[src/verilog/epi_pkg.sv]
// external pin interrupt constants: register map, fields, reset values
// assumes a byte-wide register port on a single 100 MHz clock
`default_nettype none
package epi_pkg;
  // register offsets (byte port, 8-bit address)
  localparam logic [7:0] OFS_SENSE     = 8'h69;
  localparam logic [7:0] OFS_EXT_MASK  = 8'h1d;
  localparam logic [7:0] OFS_EXT_FLAG  = 8'h1c;
  localparam logic [7:0] OFS_GRP_EN    = 8'h68;
  localparam logic [7:0] OFS_GRP_FLAG  = 8'h1b;
  localparam logic [7:0] OFS_PC_MASK_U = 8'h6c;
  localparam logic [7:0] OFS_PC_MASK_L = 8'h6b;
  localparam logic [7:0] OFS_GLOBAL    = 8'h3f;
  localparam logic [7:0] OFS_PIN_STAT  = 8'h70;
  // field positions
  localparam int SENSE_ONE_LSB = 2;
  localparam int SENSE_ZERO_LSB = 0;
  localparam int GLOBAL_EN_BIT = 7;
  // reset values
  localparam logic [7:0] RST_ZERO = 8'h00;
  // sense modes
  typedef enum logic [1:0] {
    EPI_LOW  = 2'h0,
    EPI_ANY  = 2'h1,
    EPI_FALL = 2'h2,
    EPI_RISE = 2'h3
  } epi_sense_t;
endpackage
`default_nettype wire

[src/verilog/epi_core.sv]
// external pin interrupt logic: two sensed pins, two pin-change groups
// assumes pins are asynchronous, core acknowledges vectors by a pulse
//
// Functional notes
// - two-bit sense: low, any, falling, rising
// - upper group toggle raises group request one
// - lower group toggle raises group request zero
// - pins trigger even when driven as outputs
// - pin-change wake path needs the running clock
// - low level requests while pin stays low
// - edge detection needs the running clock
// - low-level wake path uses synchronised samples
// - vanished wake level gives no request
// - unused upper register bits read zero
// - sense bits 3:2 pin one, 1:0 zero
// - request needs global and pin enable
// - sample pin first; long pulses detected
// - mask bits 1,0 enable own vectors
// - pin flag: set, cleared, zero in level
// - group flag set, cleared, gated by enables
// - per-pin pin-change mask bits
`default_nettype none
module epi_core (
  // clock and reset
  input  wire logic        clk,
  input  wire logic        resetn,
  // pins (asynchronous, pin is readable even when driven as output)
  input  wire logic        ext_irq_pin_zero,
  input  wire logic        ext_irq_pin_one,
  input  wire logic [15:0] pin_change_inputs,
  // register port
  input  wire logic [7:0]  reg_addr,
  input  wire logic [7:0]  reg_wdata,
  input  wire logic        reg_wr,
  input  wire logic        reg_rd,
  output logic      [7:0]  reg_rdata,
  // core side: vector acknowledge pulses, one per source
  input  wire logic [3:0]  irq_ack,
  // requests to core: 0 pin zero, 1 pin one, 2 lower group, 3 upper
  output logic      [3:0]  irq_req,
  output logic             irq,
  // registered wake request for sleep control
  output logic             wake_req
);
  typedef struct packed {
    logic [1:0]  s1_ext;
    logic [1:0]  s2_ext;
    logic [1:0]  prev_ext;
    logic [15:0] s1_pc;
    logic [15:0] s2_pc;
    logic [15:0] prev_pc;
    logic [7:0]  sense;
    logic [1:0]  ext_mask;
    logic [1:0]  ext_flag;
    logic [1:0]  grp_en;
    logic [1:0]  grp_flag;
    logic [7:0]  pc_mask_u;
    logic [7:0]  pc_mask_l;
    logic        global_en;
    logic [7:0]  rdata;
    logic [3:0]  req;
    logic        irq;
    logic        wake;
  } epi_state_t;

  epi_state_t s_q;
  epi_state_t s_d;

  logic [1:0]  ext_hit;
  logic [1:0]  ext_level;
  logic [15:0] pc_tog;
  logic [1:0]  grp_hit;
  logic [1:0]  ext_clr;
  logic [1:0]  grp_clr;

  // ----------------------------------------------------------------
  // detection
  // ----------------------------------------------------------------
  // per-pin sense decode on synchronised samples
  genvar g;
  generate
    for (g = 0; g < 2; g++)
    begin : g_ext
      epi_pkg::epi_sense_t md;
      assign md = epi_pkg::epi_sense_t'(s_q.sense[2*g +: 2]);
      always_comb
      begin
        ext_level[g] = (md == epi_pkg::EPI_LOW) && !s_q.s2_ext[g];
        case (md)
          epi_pkg::EPI_ANY:
            ext_hit[g] = s_q.s2_ext[g] ^ s_q.prev_ext[g];
          epi_pkg::EPI_FALL:
            ext_hit[g] = !s_q.s2_ext[g] && s_q.prev_ext[g];
          epi_pkg::EPI_RISE:
            ext_hit[g] = s_q.s2_ext[g] && !s_q.prev_ext[g];
          default:
            ext_hit[g] = 1'b0;
        endcase
      end
    end
  endgenerate

  // per-pin toggle masked, then ORed per group
  assign pc_tog  = (s_q.s2_pc ^ s_q.prev_pc)
                 & {s_q.pc_mask_u, s_q.pc_mask_l};
  assign grp_hit = {|pc_tog[15:8], |pc_tog[7:0]};

  // write-one and vector acknowledge clears
  assign ext_clr = ((reg_wr && reg_addr == epi_pkg::OFS_EXT_FLAG)
                   ? reg_wdata[1:0] : 2'h0) | irq_ack[1:0];
  assign grp_clr = ((reg_wr && reg_addr == epi_pkg::OFS_GRP_FLAG)
                   ? reg_wdata[1:0] : 2'h0) | irq_ack[3:2];

  // ----------------------------------------------------------------
  // next state
  // ----------------------------------------------------------------
  always_comb
  begin
    s_d = s_q;
    // two-flop synchronisers, then previous sample
    s_d.s1_ext   = {ext_irq_pin_one, ext_irq_pin_zero};
    s_d.s2_ext   = s_q.s1_ext;
    s_d.prev_ext = s_q.s2_ext;
    s_d.s1_pc    = pin_change_inputs;
    s_d.s2_pc    = s_q.s1_pc;
    s_d.prev_pc  = s_q.s2_pc;
    // register writes; unused bits are never stored
    if (reg_wr)
    begin
      case (reg_addr)
        epi_pkg::OFS_SENSE:     s_d.sense = {4'h0, reg_wdata[3:0]};
        epi_pkg::OFS_EXT_MASK:  s_d.ext_mask = reg_wdata[1:0];
        epi_pkg::OFS_GRP_EN:    s_d.grp_en = reg_wdata[1:0];
        epi_pkg::OFS_PC_MASK_U: s_d.pc_mask_u = reg_wdata;
        epi_pkg::OFS_PC_MASK_L: s_d.pc_mask_l = reg_wdata;
        epi_pkg::OFS_GLOBAL:
          s_d.global_en = reg_wdata[epi_pkg::GLOBAL_EN_BIT];
        default: ;
      endcase
    end
    // flags: set wins over clear; level mode holds flag clear
    for (int i = 0; i < 2; i++)
    begin
      if (ext_level[i] || s_q.sense[2*i +: 2] == 2'h0)
        s_d.ext_flag[i] = 1'b0;
      else if (ext_hit[i])
        s_d.ext_flag[i] = 1'b1;
      else if (ext_clr[i])
        s_d.ext_flag[i] = 1'b0;
      if (grp_hit[i])
        s_d.grp_flag[i] = 1'b1;
      else if (grp_clr[i])
        s_d.grp_flag[i] = 1'b0;
    end
    // requests; level request lasts only while the pin is low
    s_d.req[1:0] = (s_d.ext_flag | ext_level) & s_q.ext_mask
                 & {2{s_q.global_en}};
    s_d.req[3:2] = s_d.grp_flag & s_q.grp_en
                 & {2{s_q.global_en}};
    s_d.irq = |s_d.req;
    // reads: data in the cycle after the strobe
    s_d.rdata = epi_pkg::RST_ZERO;
    if (reg_rd)
    begin
      case (reg_addr)
        epi_pkg::OFS_SENSE:     s_d.rdata = s_q.sense;
        epi_pkg::OFS_EXT_MASK:  s_d.rdata = {6'h0, s_q.ext_mask};
        epi_pkg::OFS_EXT_FLAG:  s_d.rdata = {6'h0, s_q.ext_flag};
        epi_pkg::OFS_GRP_EN:    s_d.rdata = {6'h0, s_q.grp_en};
        epi_pkg::OFS_GRP_FLAG:  s_d.rdata = {6'h0, s_q.grp_flag};
        epi_pkg::OFS_PC_MASK_U: s_d.rdata = s_q.pc_mask_u;
        epi_pkg::OFS_PC_MASK_L: s_d.rdata = s_q.pc_mask_l;
        epi_pkg::OFS_GLOBAL:    s_d.rdata = {s_q.global_en, 7'h00};
        epi_pkg::OFS_PIN_STAT:  s_d.rdata = {6'h0, s_q.s2_ext};
        default:                s_d.rdata = epi_pkg::RST_ZERO;
      endcase
    end
    // wake: low level on an enabled pin, or any masked pin toggle;
    // built from synchronised samples, so it still needs the clock,
    // a clockless wake path belongs to the sleep controller
    s_d.wake = 1'b0;
    for (int i = 0; i < 2; i++)
    begin
      if (s_q.ext_mask[i] && s_q.sense[2*i +: 2] == 2'h0)
        s_d.wake = s_d.wake | !s_q.s2_ext[i];
    end
    s_d.wake = s_d.wake | (|pc_tog);
  end

  // ----------------------------------------------------------------
  // state register
  // ----------------------------------------------------------------
  always_ff @(posedge clk or negedge resetn)
  begin
    if (!resetn)
      s_q <= '0;
    else
      s_q <= s_d;
  end

  assign reg_rdata = s_q.rdata;
  assign irq_req   = s_q.req;
  assign irq       = s_q.irq;
  assign wake_req  = s_q.wake;

  // ----------------------------------------------------------------
  // assertions
  // ----------------------------------------------------------------
  property p_fall;
    @(posedge clk) disable iff (!resetn)
    (s_q.sense[1:0] == 2'h2 && !s_q.s2_ext[0] && s_q.prev_ext[0])
      |=> s_q.ext_flag[0];
  endproperty
  a_fall: assert property (p_fall) else $error("fall missed");

  property p_rise_one;
    @(posedge clk) disable iff (!resetn)
    (s_q.sense[3:2] == 2'h3 && $rose(s_q.s2_ext[1]))
      |=> s_q.ext_flag[1];
  endproperty
  a_rise_one: assert property (p_rise_one) else $error("rise missed");

  property p_upper;
    @(posedge clk) disable iff (!resetn)
    (|((s_q.s2_pc[15:8] ^ s_q.prev_pc[15:8]) & s_q.pc_mask_u))
      |=> s_q.grp_flag[1];
  endproperty
  a_upper: assert property (p_upper) else $error("upper missed");

  property p_lower;
    @(posedge clk) disable iff (!resetn)
    (|((s_q.s2_pc[7:0] ^ s_q.prev_pc[7:0]) & s_q.pc_mask_l))
      |=> s_q.grp_flag[0];
  endproperty
  a_lower: assert property (p_lower) else $error("lower missed");

  property p_level;
    @(posedge clk) disable iff (!resetn)
    (s_q.sense[1:0] == 2'h0 && !s_q.s2_ext[0] && s_q.ext_mask[0]
     && s_q.global_en && $stable(s_q.sense) && $stable(s_q.ext_mask)
     && $stable(s_q.global_en)) |=> irq_req[0];
  endproperty
  a_level: assert property (p_level) else $error("level lost");

  property p_gate;
    @(posedge clk) disable iff (!resetn)
    irq_req[1:0] != 2'h0 |-> $past(s_q.global_en);
  endproperty
  a_gate: assert property (p_gate) else $error("ungated req");

  property p_lvl_flag;
    @(posedge clk) disable iff (!resetn)
    s_q.sense[1:0] == 2'h0 |=> !s_q.ext_flag[0];
  endproperty
  a_lvl_flag: assert property (p_lvl_flag) else $error("flag in lvl");

  property p_rsv;
    @(posedge clk) disable iff (!resetn)
    (reg_rd && reg_addr == epi_pkg::OFS_SENSE) |=> reg_rdata[7:4] == 4'h0;
  endproperty
  a_rsv: assert property (p_rsv) else $error("reserved set");

  property p_sync;
    @(posedge clk) disable iff (!resetn)
    $changed(pin_change_inputs) ##2 1'b1
      |-> s_q.s2_pc == $past(pin_change_inputs, 2);
  endproperty
  a_sync: assert property (p_sync) else $error("sync depth");

  property p_any_zero;
    @(posedge clk) disable iff (!resetn)
    (s_q.sense[1:0] == 2'h1 && (s_q.s2_ext[0] ^ s_q.prev_ext[0]))
      |=> s_q.ext_flag[0];
  endproperty
  a_any_zero: assert property (p_any_zero) else $error("any missed");

  property p_rise_zero;
    @(posedge clk) disable iff (!resetn)
    (s_q.sense[1:0] == 2'h3 && s_q.s2_ext[0] && !s_q.prev_ext[0])
      |=> s_q.ext_flag[0];
  endproperty
  a_rise_zero: assert property (p_rise_zero) else $error("rise missed");

  property p_ext_clr;
    @(posedge clk) disable iff (!resetn)
    (ext_clr[0] && !ext_hit[0]) |=> !s_q.ext_flag[0];
  endproperty
  a_ext_clr: assert property (p_ext_clr) else $error("flag kept");

  property p_grp_clr;
    @(posedge clk) disable iff (!resetn)
    (grp_clr[1] && !grp_hit[1]) |=> !s_q.grp_flag[1];
  endproperty
  a_grp_clr: assert property (p_grp_clr) else $error("grp kept");

  property p_grp_gate;
    @(posedge clk) disable iff (!resetn)
    irq_req[2] |-> $past(s_q.grp_en[0] && s_q.global_en);
  endproperty
  a_grp_gate: assert property (p_grp_gate) else $error("ungated grp");

  property p_pin_en;
    @(posedge clk) disable iff (!resetn)
    irq_req[1] |-> $past(s_q.ext_mask[1]);
  endproperty
  a_pin_en: assert property (p_pin_en) else $error("pin en");

  property p_wake_lvl;
    @(posedge clk) disable iff (!resetn)
    (s_q.ext_mask[0] && s_q.sense[1:0] == 2'h0 && !s_q.s2_ext[0])
      |=> wake_req;
  endproperty
  a_wake_lvl: assert property (p_wake_lvl) else $error("no lvl wake");

  property p_pc_wake;
    @(posedge clk) disable iff (!resetn)
    (|pc_tog) |=> wake_req;
  endproperty
  a_pc_wake: assert property (p_pc_wake) else $error("no pc wake");

  property p_mask_rsv;
    @(posedge clk) disable iff (!resetn)
    (reg_rd && reg_addr == epi_pkg::OFS_EXT_MASK)
      |=> reg_rdata[7:2] == 6'h00;
  endproperty
  a_mask_rsv: assert property (p_mask_rsv) else $error("mask rsv set");

  property p_lvl_one;
    @(posedge clk) disable iff (!resetn)
    s_q.sense[3:2] == 2'h0 |=> !s_q.ext_flag[1];
  endproperty
  a_lvl_one: assert property (p_lvl_one) else $error("flag1 lvl");

  c_fall:  cover property (@(posedge clk) irq_req[0] && s_q.sense[1:0] == 2'h2);
  c_upper: cover property (@(posedge clk) irq_req[3]);
  c_level: cover property (@(posedge clk) irq_req[1] && s_q.sense[3:2] == 2'h0);
  c_wake:  cover property (@(posedge clk) wake_req);
endmodule
`default_nettype wire

[config.mk]
export PLATFORM = sky130hd
export DESIGN_NAME = epi_core
export DESIGN_NICKNAME = d
export VERILOG_FILES = /design/src/verilog/epi_pkg.sv /design/src/verilog/epi_core.sv
export SDC_FILE = /design/constraint.sdc
export NUM_CORES = 1
export LEC_CHECK = 0
export BUFFER_PORTS_ARGS = -buffer_cell sky130_fd_sc_hd__buf_2
export CORE_MARGIN = 5
export CORE_UTILIZATION = 56
export DETAILED_ROUTE_END_ITERATION = 6
export PLACE_DENSITY = 0.89
export SLEW_MARGIN = 40
export SYNTH_ARGS = -nofsm -noshare
export SYNTH_HDL_FRONTEND = slang
export SYNTH_SLANG_ARGS = --single-unit
export TNS_END_PERCENT = 10
[constraint.sdc]
create_clock -name clk -period 1.9 [get_ports clk]
set_input_delay 0.19 -clock clk [delete_from_list [all_inputs] [get_ports clk]]
set_output_delay 0.19 -clock clk [all_outputs]
set_load 0.1 [all_outputs]
# Yosys cells after proc, flatten, opt, wreduce, memory -nomap -nowiden
# Cells that the tools add are included.
# totals
out_inout_bits	14
ff_bits	97
input_bits	42
elab_cells	92
# op_classes
reduce_logical	28
eq_ne	15
muxes	18
bitwise	13
# ops
cell	n
one-hot mux 8 bit (9 select lines)	1
equality test 8 x 7 -> 1 bit, second input constant	5
equality test 8 x 5 -> 1 bit, second input constant	3
AND 16 bit	1
OR reduction 16 bit	1
OR reduction 8 bit	2
bitwise XOR 16 bit	1
2-to-1 mux 1 bit	12
AND reduction 2 bit	6
logical AND 1 bit	10
AND 2 bit	4
equality test 2 bit, second input constant	4
equality test 8 x 6 -> 1 bit, second input constant	1
2-to-1 mux 8 bit	1
OR 2 bit	3
one-hot mux 1 bit (3 select lines)	2
equality test 2 x 1 -> 1 bit, second input constant	2
logical NOT 1 bit	4
logical NOT 2 bit	2
2-to-1 mux 2 bit	2
OR reduction 4 bit	1
logical OR 1 bit	2
OR 1 bit	2
bitwise XOR 1 bit	2

# Longest topological paths before layout
# depth
depth_word	11
ltp_mapped	6
ltp_nobuf	6

# Worst setup path before layout
# No wires, ideal clock.
# synth_timing
kind	input to register
startpoint	input reg_addr[1]
endpoint	register s_q[23] (netlist name)
t_arrival_ns	1.486
path_slack_ns	0.289
setup_ns	0.125
stages	5
cell_sequence	buf_2 -> or4_4 -> nor2_8 -> nand2_4 -> mux2_4
# synth_between
elab_chain_cells	2
# synth_rtl
element	line	source
start, declared	epi_core.sv:32	input wire logic [7:0] reg_addr,
equality test 8 x 7 -> 1 bit	epi_core.sv:130	case (reg_addr)
AND reduction 2 bit (no source line)	n/a	
end signal, assigned	epi_core.sv:196	s_q <= '0;
end signal, assigned	epi_core.sv:198	s_q <= s_d;
end, declared	epi_core.sv:66	epi_state_t s_q;
# No other way between the ends.
# A chain may end at the register's enable or synchronous reset.

==> key figures <==
Outcome
  – Status: completed

Die
  – Boundary Pins: 56
  – Die Wd: 93.6 um
  – Cell row count: 30
  – Core outline area: 0.00679 mm^2
  – Die Y: 93.6 um
  – Initial core utilization: 57.6%
  – Die area: 0.00876 mm^2

CTS
  – Cts hold-fix bufs: 19
  – Longest Clk Path Bufs: 2
  – CTS clk-pin slew, worst paths: 0.09 ns
  – Clk_lat worst skew: 0.35 ns
  – Clk sinks: 97
  – Root buf cell: clkbuf_8
  – Max H-tree Level: 3
  – Cts bufs inserted: 9
  – Post-CTS resize count: 0
  – Post-CTS Setup Repair Bufs: 0
  – CTS tree: done

Critical path
  – Crit path DAT: 1.91 ns
  – Crit Path Class: reg2reg
  – CP startpoint kind: register
  – CP endpoint kind: register
  – Critical Path RT: 2.12 ns
  – Max FO, Critical Path: 3

Placed design
  – GPL Wtd Cong: 0.902
  – Post-DP HPWL: 5.35 mm
  – IO buf count: 55

Detailed routing
  – Wire per inst: 16.1 um
  – DRC errors left: 0
  – Vias per std cell: 5.40
  – Total Wirelength: 7.30 mm
  – Routed via count: 2,446
  – Post-route ant nets: 0
  – WL met2: 3.65 mm
  – Met1 wire length: 2.91 mm
  – Met3 Wirelength: 547 um
  – DR iter-0 viols: 184
  – Max Used Layer: met4
  – Drt pass-1 iters: 4

STA
  – Final hold vios: 0
  – Final setup viols: 0
  – Min cycle time layout: 1.69 ns
  – Setup Skew: 0.0109 ns
  – Rel. slew slack: 54.4%
  – Fmax: 593 MHz
  – Pin slew with the least headroom to its limit: 0.680 ns
  – Period utilisation layout: 88.8%
  – Max-slew violations: 0
  – Setup TNS Final: 0 ns
  – RSZ-0062 raised after global routing: false

Power
  – Peak supply drop: 0.000535 V
  – Overall power: 3950 uW
  – Leak: 0.00230 uW
  – PD cells: 852 mW/mm^2

Cells and area
  – Multi-input logic area: 0.00132 mm^2
  – # nets final: 398
  – Register area: 0.00243 mm^2
  – P&R area growth vs syn: 18.7%
  – # diodes: 0
  – FILL cells: 462
  – Most common cell after layout, fill and taps aside: dfrtp_1
  – Layout cells sized above 1: 33.9%
  – Most frequent cells in the layout: dfrtp_1, buf_2, dlygate4sd3_1, xor2_1, mux2_4

Global routing
  – Gr usage total: 18.4%
  – Vias in the first global route: 2,473
  – Number of antenna violations at the first check in global routing: 0
  – First-pass GRT wire length: 12.2 mm
  – GRT overflow: 0
  – Largest net degree at the start of global routing: 42

Synth
  – Warnings from Yosys: 0
  – Sequential area share after synthesis: 62.1%
  – Syn avg cell area: 14.1 um^2
  – Yosys reg bits: 97
  – Post-synth EDFFs: 0
  – Cells after Synth: 278
  – Fraction of registers with async set/reset: 100%
  – Synthesized cell area: 0.00391 mm^2
  – Top_reg_cell synth: dfrtp_1
  – Syn nets: 324
  – Count of cell types in the netlist: 48

Worst hold path
  – Min-delay worst type: in2reg

Flow run
  – Max-Cap Viols: 0
## cell usage after synthesis (all sizes together), types with 3 or more instances
library cell | instances | share of area, %
a21oi | 7 | 0.90
a222oi | 4 | 1.0
a22oi | 14 | 2.7
a31oi | 4 | 0.64
buf | 15 | 2.7
dfrtp | 97 | 62
ha | 4 | 1.3
inv | 14 | 1.3
mux2 | 27 | 9.3
nand2 | 16 | 2.3
nand2b | 4 | 0.64
nand3 | 3 | 0.38
nand3b | 3 | 0.90
nor2 | 16 | 2.6
o21ai | 4 | 0.51
xor2 | 17 | 3.8
## logic make-up (layout without fill, tap and decap cells)
group / Yosys count / after routing / synth area share, %
XOR/XNOR: 17 / 17 / 3.81
AO/OA/AOI/OAI: 46 / 46 / 8.83
buffers and inverters: 30 / 109 / 4.16
AND/OR/NAND/NOR: 55 / 55 / 10.0
multiplexers: 29 / 29 / 9.82
adder cells (fa/ha/maj): 4 / 4 / 1.28
flip-flops: 97 / 97 / 62.1
## through the flow
step	instances	hold slack (ns)	worst slack (ns)	area [um^2]	utilization (%)
finish	453	0.0903	0.213	4640	68.3
global route	453	0.0637	0.119	4640	68.3
CTS	453	0.0701	0.184	4640	68.3
detailed placement	418	0.206	0.0891	4250	62.5
global placement	418	0.196	0.138	4250	62.5
floorplan	278	-0.106	0.289	3910	-
## worst max-delay path, cell delays in order, from the launching register on
cell,delay (ns)
dfrtp_1,0.38
xor2_1,0.16
a22oi_1,0.26
nand4_1,0.29
o211ai_1,0.30
o2111ai_1,0.15
## final timing paths
check,startpoint,to,slack (ns),cells past startpoint
max,s_q[62]$_DFF_PN0_,irq$_DFF_PN0_,0.21,5
min,reg_wdata[6],s_q[21]$_DFFE_PN0P_,0.09,2
max reg2reg,s_q[62]$_DFF_PN0_,irq$_DFF_PN0_,0.21,5
min reg2reg,s_d[68]$_DFF_PN0_,s_d[52]$_DFF_PN0_,0.35,0
max in group asynchronous,resetn,g_ext[0].md[0]$_DFFE_PN0P_,0.90,3
min in group asynchronous,resetn,s_q[95]$_DFF_PN0_,0.34,2
## where the power goes
group          total [uW]  leakage [uW]  switching, uW  internal (uW)
clock                1330      0.000104            675            655
sequential           2240       0.00122           73.7           2170
combinational         383      0.000978            224            159
## area by class of cell
| class | instances | area share, % |
|---|---|---|
| sequential | 97 | 52.3 |
| clock inverter | 5 | 1.32 |
| inverter | 14 | 1.13 |
| multi-input combinational | 151 | 28.5 |
| clock buffer | 11 | 3.05 |
| timing repair buffer | 79 | 11.2 |
| tap | 96 | 2.59 |
## sequential cells by signal, indices dropped and copies added, names as in the netlist
name	flops
irq	1
reg_rdata	8
wake_req	1
irq_req	4
s_d	36
g_ext.md	4
s_q	43
## metal layers
layer,GRT usage [%],up-vias
met4,7.94,0
met5,0,-
li1,-,1124
met2,29.4,93
met3,5.15,19
met1,23.5,1210
(Power assumes the default switching activity.)
